<file path="config.mk">
export PLATFORM = sky130hd
export DESIGN_NAME = tsr_regmap
export DESIGN_NICKNAME = d
export VERILOG_FILES = /design/src/verilog/tsr_pkg.sv /design/src/verilog/tsr_regmap.sv
export SDC_FILE = /design/constraint.sdc
export NUM_CORES = 1
export LEC_CHECK = 0
export ABC_CLOCK_PERIOD_IN_PS = 12200
export BUFFER_PORTS_ARGS = -buffer_cell sky130_fd_sc_hd__buf_2
export CORE_MARGIN = 4
export CORE_UTILIZATION = 62
export CTS_BUF_LIST = sky130_fd_sc_hd__clkbuf_8
export DETAILED_ROUTE_END_ITERATION = 8
export PLACE_DENSITY = 0.8
export SYNTH_ARGS = -nofsm -noshare
export SYNTH_HDL_FRONTEND = slang
export SYNTH_SLANG_ARGS = --single-unit
</file>
<file path="constraint.sdc">
create_clock -name sys_clk -period 12.2 [get_ports sys_clk]
set_input_delay 0.61 -clock sys_clk [delete_from_list [all_inputs] [get_ports sys_clk]]
set_output_delay 0.61 -clock sys_clk [all_outputs]
set_load 0.01 [all_outputs]
</file>
<file path="src/verilog/tsr_pkg.sv">
// Shared constants of the temperature sensor register map
package tsr_pkg;

  // Command codes (register pointers)
  localparam logic [7:0] CMD_LOCAL_TEMP_INT     = 8'h00;
  localparam logic [7:0] CMD_REMOTE_TEMP_INT    = 8'h01;
  localparam logic [7:0] CMD_STATUS_FIRST       = 8'h02;
  localparam logic [7:0] CMD_CONFIG_READBACK    = 8'h03;
  localparam logic [7:0] CMD_CONV_RATE_READBACK = 8'h04;
  localparam logic [7:0] CMD_LOCAL_HIGH_RD      = 8'h05;
  localparam logic [7:0] CMD_LOCAL_LOW_RD       = 8'h06;
  localparam logic [7:0] CMD_REMOTE_HIGH_RD     = 8'h07;
  localparam logic [7:0] CMD_REMOTE_LOW_RD      = 8'h08;
  localparam logic [7:0] CMD_CONFIG_WRITE       = 8'h09;
  localparam logic [7:0] CMD_CONV_RATE_WRITE    = 8'h0a;
  localparam logic [7:0] CMD_LOCAL_HIGH_WR      = 8'h0b;
  localparam logic [7:0] CMD_LOCAL_LOW_WR       = 8'h0c;
  localparam logic [7:0] CMD_REMOTE_HIGH_WR     = 8'h0d;
  localparam logic [7:0] CMD_REMOTE_LOW_WR      = 8'h0e;
  localparam logic [7:0] CMD_SINGLE_CONVERSION  = 8'h0f;
  localparam logic [7:0] CMD_REMOTE_TEMP_FRAC   = 8'h10;
  localparam logic [7:0] CMD_LOCAL_TEMP_FRAC    = 8'h11;
  localparam logic [7:0] CMD_STATUS_SECOND      = 8'h12;
  localparam logic [7:0] CMD_REMOTE_OT_B_LIMIT  = 8'h16;
  localparam logic [7:0] CMD_LOCAL_OT_B_LIMIT   = 8'h17;
  localparam logic [7:0] CMD_REMOTE_OT_A_LIMIT  = 8'h19;
  localparam logic [7:0] CMD_LOCAL_OT_A_LIMIT   = 8'h20;
  localparam logic [7:0] CMD_OT_HYSTERESIS      = 8'h21;
  localparam logic [7:0] CMD_MAKER_IDENTITY     = 8'hfe;

  // Reset values
  localparam logic [7:0] RST_TEMP        = 8'h00;
  localparam logic [7:0] RST_STATUS_1    = 8'h80;
  localparam logic [7:0] RST_STATUS_2    = 8'h00;
  localparam logic [7:0] RST_CONFIG      = 8'h00;
  localparam logic [7:0] RST_CONV_RATE   = 8'h06;
  localparam logic [7:0] RST_ALERT_HIGH  = 8'h46;
  localparam logic [7:0] RST_ALERT_LOW   = 8'hc9;
  localparam logic [7:0] RST_REM_OT_B    = 8'h78;
  localparam logic [7:0] RST_LOC_OT_B    = 8'h5a;
  localparam logic [7:0] RST_REM_OT_A    = 8'h5a;
  localparam logic [7:0] RST_LOC_OT_A    = 8'h46;
  localparam logic [7:0] RST_HYSTERESIS  = 8'h0a;
  localparam logic [7:0] RST_UNMAPPED_RD = 8'h00;

  // Field positions and limits
  localparam int         CFG_REMOTE_SEL_BIT = 3;
  localparam logic [7:0] FRAC_MAX_RATE      = 8'h05;
  localparam int         FRAC_LSB_POS       = 5;
  localparam logic [8:0] SAT_HIGH           = 9'h07f;
  localparam logic [8:0] SAT_LOW            = 9'h180;

  // Conversion channel codes
  localparam logic [1:0] CHAN_LOCAL   = 2'h0;
  localparam logic [1:0] CHAN_REMOTE1 = 2'h1;
  localparam logic [1:0] CHAN_REMOTE2 = 2'h2;

  // Serial bit counting
  localparam logic [3:0] BITS_PER_BYTE = 4'h8;

  // Serial slave states
  typedef enum logic [3:0] {
    ST_IDLE,
    ST_ADDR,
    ST_ADDR_ACK,
    ST_CMD,
    ST_CMD_ACK,
    ST_WDATA,
    ST_WDATA_ACK,
    ST_RDATA,
    ST_MASTER_ACK
  } tsr_state_t;

endpackage : tsr_pkg

</file>
<file path="src/verilog/tsr_regmap.sv">
// Summary of operation
// [RQ1] Fraction in top three bits, 0.125 steps
// [RQ2] Fraction valid only at rate 05h or below
// [RQ3] Two's complement; above 127 saturates, fraction zero
// [RQ4] 00h local, 01h banked remote integer
// [RQ5] 11h local, 10h banked remote fraction
// [RQ6] Status 02h resets 80h, 12h resets 00h
// [RQ7] Config read 03h, written 09h
// [RQ8] Rate read 04h, written 0Ah, reset 06h
// [RQ9] Local alert limits 05h/06h, 0Bh/0Ch
// [RQ10] Remote alert limits banked by config bit 3
// [RQ11] Second overtemp limits 16h banked, 17h local
// [RQ12] First overtemp limits 19h banked, 20h local
// [RQ13] Overtemp release below limit minus hysteresis
// [RQ14] Single conversion command starts conversion at once
// [RQ15] Integer registers signed, one degree per LSB
// [RQ16] Host reads integer and fraction between conversions
// [RQ17] Unmapped writes ignored, reads harmless
// [RQ18] Identity at FEh read-only fixed code
`timescale 1ns/1ps
`default_nettype none

module tsr_regmap #(
  parameter logic [6:0] SLAVE_ADDR = 7'h18,  // Serial slave address
  parameter logic [7:0] MAKER_ID   = 8'h5a   // Arbitrary identity value
) (
  input  wire logic              sys_clk,
  input  wire logic              reset_n,
  input  wire logic              smb_scl,
  input  wire logic              smb_sda_in,
  output logic                   smb_sda_out,
  output logic                   smb_sda_oe,
  input  wire logic              conv_done,
  input  wire logic [1:0]        conv_chan,
  input  wire logic signed [8:0] conv_int,
  input  wire logic [2:0]        conv_frac,
  input  wire logic [7:0]        status_first_in,
  input  wire logic [7:0]        status_second_in,
  output logic [7:0]             config_q,
  output logic [7:0]             conv_rate_q,
  output logic                   single_conversion_cmd,
  output logic                   overtemp_out_a,
  output logic                   overtemp_out_b
);

  // Reset synchroniser
  logic rst_s1_q;  // First reset stage
  logic rst_n;     // Released reset used by the design

  // Pin synchronisers and edge history
  logic scl_s1_q, scl_s2_q, scl_s3_q;  // Clock pin stages
  logic sda_s1_q, sda_s2_q, sda_s3_q;  // Data pin stages
  logic scl_rise, scl_fall;            // Clock pin edges
  logic bus_start, bus_stop;           // Start and stop conditions

  // Serial slave state
  tsr_pkg::tsr_state_t state_q;  // Slave state
  logic [3:0]          bit_cnt_q;  // Bits seen in current byte
  logic [7:0]          shift_q;    // Receive shift register
  logic [7:0]          tx_q;       // Transmit shift register
  logic                rw_q;       // Read request flag
  logic [7:0]          ptr_q;      // Command pointer

  // Stored registers
  logic [7:0] loc_int_q, loc_frac_q;              // Local result
  logic [7:0] rem_int_q [2], rem_frac_q [2];      // Remote results
  logic [7:0] stat1_q, stat2_q;                   // Status copies
  logic [7:0] loc_hi_q, loc_lo_q;                 // Local alert limits
  logic [7:0] rem_hi_q [2], rem_lo_q [2];         // Remote alert limits
  logic [7:0] loc_ota_q, loc_otb_q;               // Local overtemp limits
  logic [7:0] rem_ota_q [2], rem_otb_q [2];       // Remote overtemp limits
  logic [7:0] overtemp_hysteresis_q;                             // Overtemp hysteresis
  logic [2:0] ota_flag_q, otb_flag_q;             // Per channel overtemp

  // Decoded strobes
  logic       bank;       // Remote bank select
  logic       wr_en;      // Register write strobe
  logic [7:0] rd_data;    // Read mux output
  logic [7:0] sat_int;    // Saturated integer result
  logic [7:0] sat_frac;   // Fraction byte after rules

  // Reset release through two flip-flops
  always_ff @(posedge sys_clk or negedge reset_n) begin
    if (!reset_n) begin
      rst_s1_q <= 1'b0;
      rst_n    <= 1'b0;
    end else begin
      rst_s1_q <= 1'b1;
      rst_n    <= rst_s1_q;
    end
  end

  // Two-stage pin synchronisers plus one history stage
  always_ff @(posedge sys_clk or negedge rst_n) begin
    if (!rst_n) begin
      scl_s1_q <= 1'b1;
      scl_s2_q <= 1'b1;
      scl_s3_q <= 1'b1;
      sda_s1_q <= 1'b1;
      sda_s2_q <= 1'b1;
      sda_s3_q <= 1'b1;
    end else begin
      scl_s1_q <= smb_scl;
      scl_s2_q <= scl_s1_q;
      scl_s3_q <= scl_s2_q;
      sda_s1_q <= smb_sda_in;
      sda_s2_q <= sda_s1_q;
      sda_s3_q <= sda_s2_q;
    end
  end

  // Edge and condition detection on synchronised pins
  assign scl_rise  = scl_s2_q & ~scl_s3_q;
  assign scl_fall  = ~scl_s2_q & scl_s3_q;
  assign bus_start = scl_s2_q & scl_s3_q & ~sda_s2_q & sda_s3_q;
  assign bus_stop  = scl_s2_q & scl_s3_q & sda_s2_q & ~sda_s3_q;

  assign bank  = config_q[tsr_pkg::CFG_REMOTE_SEL_BIT];
  assign wr_en = (state_q == tsr_pkg::ST_WDATA) && scl_fall &&
                 (bit_cnt_q == tsr_pkg::BITS_PER_BYTE);

  // Read mux; unmapped codes return a constant and touch nothing
  always_comb begin
    if (ptr_q == tsr_pkg::CMD_LOCAL_TEMP_INT) begin
      rd_data = loc_int_q;  // [RQ4]
    end else if (ptr_q == tsr_pkg::CMD_REMOTE_TEMP_INT) begin
      rd_data = rem_int_q[bank];  // [RQ4]
    end else if (ptr_q == tsr_pkg::CMD_STATUS_FIRST) begin
      rd_data = stat1_q;  // [RQ6]
    end else if (ptr_q == tsr_pkg::CMD_CONFIG_READBACK) begin
      rd_data = config_q;  // [RQ7]
    end else if (ptr_q == tsr_pkg::CMD_CONV_RATE_READBACK) begin
      rd_data = conv_rate_q;  // [RQ8]
    end else if (ptr_q == tsr_pkg::CMD_LOCAL_HIGH_RD) begin
      rd_data = loc_hi_q;  // [RQ9]
    end else if (ptr_q == tsr_pkg::CMD_LOCAL_LOW_RD) begin
      rd_data = loc_lo_q;  // [RQ9]
    end else if (ptr_q == tsr_pkg::CMD_REMOTE_HIGH_RD) begin
      rd_data = rem_hi_q[bank];  // [RQ10]
    end else if (ptr_q == tsr_pkg::CMD_REMOTE_LOW_RD) begin
      rd_data = rem_lo_q[bank];  // [RQ10]
    end else if (ptr_q == tsr_pkg::CMD_REMOTE_TEMP_FRAC) begin
      rd_data = rem_frac_q[bank];  // [RQ5]
    end else if (ptr_q == tsr_pkg::CMD_LOCAL_TEMP_FRAC) begin
      rd_data = loc_frac_q;  // [RQ5]
    end else if (ptr_q == tsr_pkg::CMD_STATUS_SECOND) begin
      rd_data = stat2_q;  // [RQ6]
    end else if (ptr_q == tsr_pkg::CMD_REMOTE_OT_B_LIMIT) begin
      rd_data = rem_otb_q[bank];  // [RQ11]
    end else if (ptr_q == tsr_pkg::CMD_LOCAL_OT_B_LIMIT) begin
      rd_data = loc_otb_q;  // [RQ11]
    end else if (ptr_q == tsr_pkg::CMD_REMOTE_OT_A_LIMIT) begin
      rd_data = rem_ota_q[bank];  // [RQ12]
    end else if (ptr_q == tsr_pkg::CMD_LOCAL_OT_A_LIMIT) begin
      rd_data = loc_ota_q;  // [RQ12]
    end else if (ptr_q == tsr_pkg::CMD_OT_HYSTERESIS) begin
      rd_data = overtemp_hysteresis_q;  // [RQ13]
    end else if (ptr_q == tsr_pkg::CMD_MAKER_IDENTITY) begin
      rd_data = MAKER_ID;  // [RQ18]
    end else begin
      rd_data = tsr_pkg::RST_UNMAPPED_RD;  // [RQ17]
    end
  end

  // Serial slave: address, command, write data and read data phases
  always_ff @(posedge sys_clk or negedge rst_n) begin
    if (!rst_n) begin
      state_q    <= tsr_pkg::ST_IDLE;
      bit_cnt_q  <= 4'h0;
      shift_q    <= 8'h00;
      tx_q       <= 8'h00;
      rw_q       <= 1'b0;
      smb_sda_oe <= 1'b0;
    end else if (bus_start) begin
      // Start or repeated start always restarts address phase
      state_q    <= tsr_pkg::ST_ADDR;
      bit_cnt_q  <= 4'h0;
      smb_sda_oe <= 1'b0;
    end else if (bus_stop) begin
      state_q    <= tsr_pkg::ST_IDLE;
      smb_sda_oe <= 1'b0;
    end else begin
      case (state_q)
        tsr_pkg::ST_ADDR, tsr_pkg::ST_CMD, tsr_pkg::ST_WDATA: begin
          // Sample on clock rise, answer after eighth bit on clock fall
          if (scl_rise) begin
            shift_q   <= {shift_q[6:0], sda_s2_q};
            bit_cnt_q <= bit_cnt_q + 4'h1;
          end else if (scl_fall && bit_cnt_q == tsr_pkg::BITS_PER_BYTE) begin
            bit_cnt_q <= 4'h0;
            if (state_q == tsr_pkg::ST_ADDR) begin
              if (shift_q[7:1] == SLAVE_ADDR) begin
                rw_q       <= shift_q[0];
                smb_sda_oe <= 1'b1;
                state_q    <= tsr_pkg::ST_ADDR_ACK;
              end else begin
                state_q <= tsr_pkg::ST_IDLE;  // Not for us
              end
            end else if (state_q == tsr_pkg::ST_CMD) begin
              smb_sda_oe <= 1'b1;
              state_q    <= tsr_pkg::ST_CMD_ACK;
            end else begin
              smb_sda_oe <= 1'b1;
              state_q    <= tsr_pkg::ST_WDATA_ACK;
            end
          end
        end
        tsr_pkg::ST_ADDR_ACK: begin
          // End of acknowledge; a read drives its first bit here
          if (scl_fall) begin
            if (rw_q) begin
              tx_q       <= {rd_data[6:0], 1'b0};
              smb_sda_oe <= ~rd_data[7];
              state_q    <= tsr_pkg::ST_RDATA;
            end else begin
              smb_sda_oe <= 1'b0;
              state_q    <= tsr_pkg::ST_CMD;
            end
          end
        end
        tsr_pkg::ST_CMD_ACK: begin
          if (scl_fall) begin
            smb_sda_oe <= 1'b0;
            state_q    <= tsr_pkg::ST_WDATA;
          end
        end
        tsr_pkg::ST_WDATA_ACK: begin
          // Extra bytes after one data byte are not acknowledged
          if (scl_fall) begin
            smb_sda_oe <= 1'b0;
            state_q    <= tsr_pkg::ST_IDLE;
          end
        end
        tsr_pkg::ST_RDATA: begin
          // Shift out most significant bit first
          if (scl_rise) begin
            bit_cnt_q <= bit_cnt_q + 4'h1;
          end else if (scl_fall) begin
            if (bit_cnt_q == tsr_pkg::BITS_PER_BYTE) begin
              bit_cnt_q  <= 4'h0;
              smb_sda_oe <= 1'b0;
              state_q    <= tsr_pkg::ST_MASTER_ACK;
            end else begin
              smb_sda_oe <= ~tx_q[7];
              tx_q       <= {tx_q[6:0], 1'b0};
            end
          end
        end
        tsr_pkg::ST_MASTER_ACK: begin
          // Master acknowledge repeats the same register, otherwise done
          if (scl_rise) begin
            state_q <= sda_s2_q ? tsr_pkg::ST_IDLE : tsr_pkg::ST_ADDR_ACK;
          end
        end
        default: begin
          smb_sda_oe <= 1'b0;
        end
      endcase
    end
  end

  // Open-drain data pin only ever pulls low
  always_ff @(posedge sys_clk or negedge rst_n) begin
    if (!rst_n) begin
      smb_sda_out <= 1'b0;
    end else begin
      smb_sda_out <= 1'b0;
    end
  end

  // Command pointer, updated by the command byte, kept for receive byte
  always_ff @(posedge sys_clk or negedge rst_n) begin
    if (!rst_n) begin
      ptr_q <= tsr_pkg::CMD_LOCAL_TEMP_INT;
    end else if (state_q == tsr_pkg::ST_CMD && scl_fall &&
                 bit_cnt_q == tsr_pkg::BITS_PER_BYTE) begin
      ptr_q <= shift_q;
    end
  end

  // Single conversion pulse as soon as its command byte arrives
  always_ff @(posedge sys_clk or negedge rst_n) begin
    if (!rst_n) begin
      single_conversion_cmd <= 1'b0;
    end else begin
      single_conversion_cmd <= (state_q == tsr_pkg::ST_CMD) && scl_fall &&
                               (bit_cnt_q == tsr_pkg::BITS_PER_BYTE) &&
                               (shift_q == tsr_pkg::CMD_SINGLE_CONVERSION);  // [RQ14]
    end
  end

  // Host-writable registers; unmapped and read-only codes fall through
  always_ff @(posedge sys_clk or negedge rst_n) begin
    if (!rst_n) begin
      config_q     <= tsr_pkg::RST_CONFIG;
      conv_rate_q  <= tsr_pkg::RST_CONV_RATE;
      loc_hi_q     <= tsr_pkg::RST_ALERT_HIGH;
      loc_lo_q     <= tsr_pkg::RST_ALERT_LOW;
      rem_hi_q[0]  <= tsr_pkg::RST_ALERT_HIGH;
      rem_hi_q[1]  <= tsr_pkg::RST_ALERT_HIGH;
      rem_lo_q[0]  <= tsr_pkg::RST_ALERT_LOW;
      rem_lo_q[1]  <= tsr_pkg::RST_ALERT_LOW;
      loc_otb_q    <= tsr_pkg::RST_LOC_OT_B;
      rem_otb_q[0] <= tsr_pkg::RST_REM_OT_B;
      rem_otb_q[1] <= tsr_pkg::RST_REM_OT_B;
      loc_ota_q    <= tsr_pkg::RST_LOC_OT_A;
      rem_ota_q[0] <= tsr_pkg::RST_REM_OT_A;
      rem_ota_q[1] <= tsr_pkg::RST_REM_OT_A;
      overtemp_hysteresis_q       <= tsr_pkg::RST_HYSTERESIS;
    end else if (wr_en) begin
      if (ptr_q == tsr_pkg::CMD_CONFIG_WRITE) begin
        config_q <= shift_q;  // [RQ7]
      end else if (ptr_q == tsr_pkg::CMD_CONV_RATE_WRITE) begin
        conv_rate_q <= shift_q;  // [RQ8]
      end else if (ptr_q == tsr_pkg::CMD_LOCAL_HIGH_WR) begin
        loc_hi_q <= shift_q;  // [RQ9]
      end else if (ptr_q == tsr_pkg::CMD_LOCAL_LOW_WR) begin
        loc_lo_q <= shift_q;  // [RQ9]
      end else if (ptr_q == tsr_pkg::CMD_REMOTE_HIGH_WR) begin
        rem_hi_q[bank] <= shift_q;  // [RQ10]
      end else if (ptr_q == tsr_pkg::CMD_REMOTE_LOW_WR) begin
        rem_lo_q[bank] <= shift_q;  // [RQ10]
      end else if (ptr_q == tsr_pkg::CMD_REMOTE_OT_B_LIMIT) begin
        rem_otb_q[bank] <= shift_q;  // [RQ11]
      end else if (ptr_q == tsr_pkg::CMD_LOCAL_OT_B_LIMIT) begin
        loc_otb_q <= shift_q;  // [RQ11]
      end else if (ptr_q == tsr_pkg::CMD_REMOTE_OT_A_LIMIT) begin
        rem_ota_q[bank] <= shift_q;  // [RQ12]
      end else if (ptr_q == tsr_pkg::CMD_LOCAL_OT_A_LIMIT) begin
        loc_ota_q <= shift_q;  // [RQ12]
      end else if (ptr_q == tsr_pkg::CMD_OT_HYSTERESIS) begin
        overtemp_hysteresis_q <= shift_q;  // [RQ13]
      end
    end
  end

  // Saturate the signed result and apply the fraction rules
  always_comb begin
    if ($signed(conv_int) > $signed(tsr_pkg::SAT_HIGH)) begin
      sat_int  = tsr_pkg::SAT_HIGH[7:0];  // [RQ3]
      sat_frac = 8'h00;  // [RQ3]
    end else if ($signed(conv_int) < $signed(tsr_pkg::SAT_LOW)) begin
      sat_int  = tsr_pkg::SAT_LOW[7:0];
      sat_frac = 8'h00;
    end else begin
      sat_int  = conv_int[7:0];  // [RQ15]
      sat_frac = {conv_frac, 5'h00};  // [RQ1]
    end
    if (conv_rate_q > tsr_pkg::FRAC_MAX_RATE) begin
      sat_frac = 8'h00;  // [RQ2]
    end
  end

  // Result and status capture; integer and fraction update together
  always_ff @(posedge sys_clk or negedge rst_n) begin
    if (!rst_n) begin
      loc_int_q     <= tsr_pkg::RST_TEMP;
      loc_frac_q    <= tsr_pkg::RST_TEMP;
      rem_int_q[0]  <= tsr_pkg::RST_TEMP;
      rem_int_q[1]  <= tsr_pkg::RST_TEMP;
      rem_frac_q[0] <= tsr_pkg::RST_TEMP;
      rem_frac_q[1] <= tsr_pkg::RST_TEMP;
      stat1_q       <= tsr_pkg::RST_STATUS_1;
      stat2_q       <= tsr_pkg::RST_STATUS_2;
    end else if (conv_done) begin
      stat1_q <= status_first_in;  // [RQ6]
      stat2_q <= status_second_in;  // [RQ6]
      if (conv_chan == tsr_pkg::CHAN_LOCAL) begin
        loc_int_q  <= sat_int;  // [RQ4]
        loc_frac_q <= sat_frac;  // [RQ5]
      end else if (conv_chan == tsr_pkg::CHAN_REMOTE1) begin
        rem_int_q[0]  <= sat_int;
        rem_frac_q[0] <= sat_frac;
      end else if (conv_chan == tsr_pkg::CHAN_REMOTE2) begin
        rem_int_q[1]  <= sat_int;
        rem_frac_q[1] <= sat_frac;
      end
    end
  end

  // Per channel overtemperature comparators with hysteresis
  for (genvar ch = 0; ch < 3; ch++) begin : g_ot
    logic signed [8:0] lim_a, lim_b, rel_a, rel_b, temp;  // Comparison terms
    assign lim_a = (ch == 0) ? {loc_ota_q[7], loc_ota_q}
                             : {rem_ota_q[(ch+1)%2][7], rem_ota_q[(ch+1)%2]};
    assign lim_b = (ch == 0) ? {loc_otb_q[7], loc_otb_q}
                             : {rem_otb_q[(ch+1)%2][7], rem_otb_q[(ch+1)%2]};
    assign rel_a = lim_a - $signed({overtemp_hysteresis_q[7], overtemp_hysteresis_q});
    assign rel_b = lim_b - $signed({overtemp_hysteresis_q[7], overtemp_hysteresis_q});
    assign temp  = {sat_int[7], sat_int};

    // Set at or above limit, clear only below limit minus hysteresis
    always_ff @(posedge sys_clk or negedge rst_n) begin
      if (!rst_n) begin
        ota_flag_q[ch] <= 1'b0;
        otb_flag_q[ch] <= 1'b0;
      end else if (conv_done && conv_chan == 2'(ch)) begin
        if (temp >= lim_a) begin
          ota_flag_q[ch] <= 1'b1;
        end else if (temp < rel_a) begin
          ota_flag_q[ch] <= 1'b0;  // [RQ13]
        end
        if (temp >= lim_b) begin
          otb_flag_q[ch] <= 1'b1;
        end else if (temp < rel_b) begin
          otb_flag_q[ch] <= 1'b0;  // [RQ13]
        end
      end
    end
  end

  // Overtemperature outputs registered from channel flags
  always_ff @(posedge sys_clk or negedge rst_n) begin
    if (!rst_n) begin
      overtemp_out_a <= 1'b0;
      overtemp_out_b <= 1'b0;
    end else begin
      overtemp_out_a <= |ota_flag_q;  // [RQ13]
      overtemp_out_b <= |otb_flag_q;  // [RQ13]
    end
  end

endmodule : tsr_regmap

`default_nettype wire

</file>
==> impl_metrics.py <==
metrics = {
    "run_status": {
        "status": "completed",
    },
    "routing": {
        "wirelength_um": 41600,
        "wl_per_cell_um": 21.9,
        "ant_nets": 0,
        "post-route-drc-count": 0,
        "viasPerCell": 6.46,
        "drtPass1Iterations": 6,
        "drt-initial-drc-count": 1411,
        "vias": 12300,
    },
    "sta": {
        "fmax_ghz": 0.271,
        "maxSlewViolCount": 0,
        "tightest_slew_ps": 1240,
        "fin_crit_sh_pct": 30.2,
        "tns_ps": 0,
        "slew-limit-headroom_pct": 16.3,
        "holdWs_ps": 172,
        "hold_viol_final": 0,
        "skew_ps": 22.0,
        "rsz0062_at_grt": "no",
        "period_needed_ps": 3690,
        "finalSetupViolCount": 0,
    },
    "global_route": {
        "grt_max_degree": 79,
        "grt_pass1_vias": 12100,
        "track_usage_pct": 31.6,
        "gr-total-overflow": 0,
        "antenna_found_initial": 1,
        "grt_pass1_wl_um": 65700,
    },
    "cts": {
        "cts.sinks": 219,
        "cts_resized": 0,
        "clk_pin_slew_ps": 60,
        "clk_latency_ps": 560,
        "cts_hold_buffers": 1,
        "cts_setup_buffers": 0,
        "htree_levels": 2,
        "numCtsBuffers": 40,
        "cts-root-buf": "clkbuf_8",
        "cts_tree": "yes",
        "clockBufferDepth": 3,
    },
    "die": {
        "top_level_ports": 56,
        "die_x_um": 162,
        "coreArea_mm2": 0.0235,
        "dieArea_mm2": 0.0264,
        "rows": 56,
        "die_h_um": 162,
        "start_util_pct": 63.0,
    },
    "pwr": {
        "clock_power_share_pct": 38.8,
        "ir_drop_uv": 150,
        "p_switching_uw": 606,
        "p_per_area_mw_per_mm2": 120,
        "p_leak_nw": 6.94,
        "combPwrFrac_pct": 14.4,
        "switching_share_pct": 31.5,
        "power_frac_seq_pct": 46.7,
        "power.internal_mw": 1.32,
    },
    "yosys": {
        "synth-xor-area-share_pct": 2.13,
        "synthTopCellsByArea": "dfrtp_1 (28%), ha_1 (13%), mux2_2 (10%), dfstp_2 (9.8%), o21ai_0 (4.2%)",
        "synth_seq_area_share_pct": 37.5,
        "synth.distinct_cells": 83,
        "synth_top_cell_area_share_pct": 27.8,
        "syn_avg_cell_area_um2": 9.78,
        "syn_inst": 1511,
        "synthAdderAreaFrac_pct": 13.4,
        "ys_async_sr_fraction_pct": 100,
        "yosysWarningCount": 0,
        "netlist.top_cell.by_area": "dfrtp_1",
        "synthMuxAreaShare_pct": 13.0,
        "synth_top_family_by_area": "compound AO/OA/AOI/OAI gates",
        "synthFlopType": "dfrtp_1",
        "syn_area_mm2": 0.0148,
        "synth_nets": 1701,
        "synth_seq_cells": 219,
        "synthSimpleGateAreaFrac_pct": 13.1,
        "synth-edff-count": 0,
        "synth_compound_area_share_pct": 16.0,
    },
    "critical_path": {
        "worstPathMaxFanout": 13,
        "arrival_ps": 4110,
        "critPathKind": "reg2reg",
        "critical_path.cell_chain": "inv_1 > fa_1 > a21oi_1 > nor2_1 > nor2_1 > nor2b_1 > o21a_1 > nor2_1 > xor2_1 > ha_1 > a21o_1 > nand2_1 > a31oi_1 > or3_1 > o211ai_1 > o31ai_1",
        "max_stage_delay_ps": 580,
        "critPathCaptureType": "flip-flop",
        "rr_worst_depth": 16,
        "reg2reg_to": "otb_flag_q[2]",
        "r2r_start": "overtemp_hysteresis_q[1]",
        "worstPathRequired_ps": 12620,
        "cpMaxStageDelayCell": "fa_1",
        "crit_top_cell": "nor2_1",
        "r2r_slack_ps": 8510,
        "crit_path_start_kind": "flip-flop",
    },
    "job": {
        "drv_cap": 0,
    },
    "cells_and_area": {
        "drive_above_1_share_pct": 21.8,
        "n_fill_cell": 1793,
        "stdcell_area_mm2": 0.0161,
        "area_growth_pct": 8.91,
        "n_antenna_cell": 0,
        "finish.net_count": 1739,
    },
    "placement": {
        "hpwlAfterDp_um": 29000,
        "io_buffers": 54,
        "routabilityCongestion": 0.959,
        "placed_area_mm2": 0.0152,
    },
    "hold_path": {
        "worstHoldEndpoint": "sda_s1_q",
        "hold_class": "in2reg",
        "min_path_cells": 1,
        "min_from": "smb_sda_in",
    },
}
==> cells in the final DEF (no fill, tap or decap), drive strengths merged, types with 36 or more instances in the layout <==
cell,Yosys,layout
o21ai,128,128
nor2,71,71
dfstp,55,55
mux2,141,141
nand2,134,134
ha,149,149
nand3,36,36
dfrtp,164,164
buf,33,66
inv,103,117
clkbuf,38,48
a21oi,85,85
==> area by class of cell <==
cell class / count / area, µm² / share of cell area [%]
Multi-Input combinational cell: 1117 / 8530 / 53.0
Sequential cell: 219 / 5550 / 34.5
Inverter: 104 / 390 / 2.43
Clock inverter: 25 / 195 / 1.21
Timing Repair Buffer: 67 / 370 / 2.30
Clock buffer: 48 / 661 / 4.10
Tap cell: 319 / 399 / 2.48
==> metrics by stage <==
stage / total power [mW] / cells / worst slack, ps / utilization (%)
3_3_place_gp: 1.16 / 1825 / 8690 / 64.9
4_1_cts: 1.93 / 1899 / 8560 / 68.6
3_5_place_dp: 1.18 / 1825 / 8520 / 64.9
2_1_floorplan: 1.07 / 1511 / 5740 / -
6_report: 1.93 / 1899 / 8510 / 68.6
5_1_grt: 2.01 / 1899 / 8330 / 68.6
==> cell families (layout without fill, tap and decap cells) <==
| logic type | count (synthesis) | after routing |
|---|---|---|
| compound gates | 381 | 381 |
| simple gates | 369 | 369 |
| flops | 219 | 219 |
| buf+inv | 175 | 244 |
| mux | 174 | 174 |
| fa+ha+maj | 155 | 155 |
| xor+xnor | 36 | 36 |
| other cells | 2 | 2 |
==> power groups by stage <==
stage / sequential, mW / clock [mW] / combinational [mW]
after global routing: 0.905 / 0.793 / 0.316
after detailed placement: 0.905 / 0 / 0.272
final: 0.901 / 0.748 / 0.278
after global placement: 0.903 / 0 / 0.261
after floorplan: 0.833 / 0 / 0.233
after CTS: 0.894 / 0.758 / 0.275
==> registers in the layout (all words and copies together) (netlist names), 16 cells and up <==
register / count
rem_int_q: 16
rem_hi_q: 16
g_ot.lim_a: 16
rem_lo_q: 16
g_ot.lim_b: 16
==> Yosys cell counts (all sizes together), types with 6 or more instances <==
| library cell | instances |
|---|---|
| mux2i | 33 |
| inv | 103 |
| ha | 149 |
| a2111oi | 6 |
| nor2b | 27 |
| mux2 | 141 |
| nor4 | 9 |
| xnor2 | 17 |
| fa | 6 |
| a21oi | 85 |
| nand2 | 134 |
| and3 | 6 |
| clkbuf | 38 |
| a22oi | 7 |
| o211ai | 20 |
| dfstp | 55 |
| nand2b | 19 |
| nand4 | 8 |
| buf | 33 |
| o22ai | 14 |
| a211oi | 14 |
| nand3 | 36 |
| dfrtp | 164 |
| nor2 | 71 |
| xor2 | 19 |
| nor3 | 26 |
| o21a | 17 |
| a21o | 19 |
| o21ai | 128 |
| a31oi | 25 |
==> worst max-delay path: cells and delay by family (launching register included) <==
kind            cells  cell delay [ps]
compound gates      6              900
fa+ha+maj           2              840
simple gates        6              800
flops               1              520
buf+inv             1              290
xor+xnor            1              190
==> how the worst max path moves through the flow <==
stage | from | cells after the start | endpoint | slack [ps]
floorplan | rst_n | 0 | bit_cnt_q[0] | 5740
global placement | conv_int[8] | 12 | otb_flag_q[2] | 8690
detailed placement | conv_int[8] | 11 | otb_flag_q[2] | 8520
CTS | overtemp_hysteresis_q[1] | 16 | otb_flag_q[2] | 8560
global route | overtemp_hysteresis_q[1] | 16 | otb_flag_q[2] | 8330
finish | overtemp_hysteresis_q[1] | 16 | otb_flag_q[2] | 8510
==> routing by layer <==
metal | vias to the layer above | share of wire (%) | GRT usage, %
li1 | 5554 | - | -
met1 | 5927 | 42 | 44.6
met2 | 631 | 44 | 49.1
met3 | 153 | 9.6 | 5.64
met4 | 2 | 4.2 | 12.0
met5 | - | 0.031 | 0
Power figures use the tool's default switching activity.
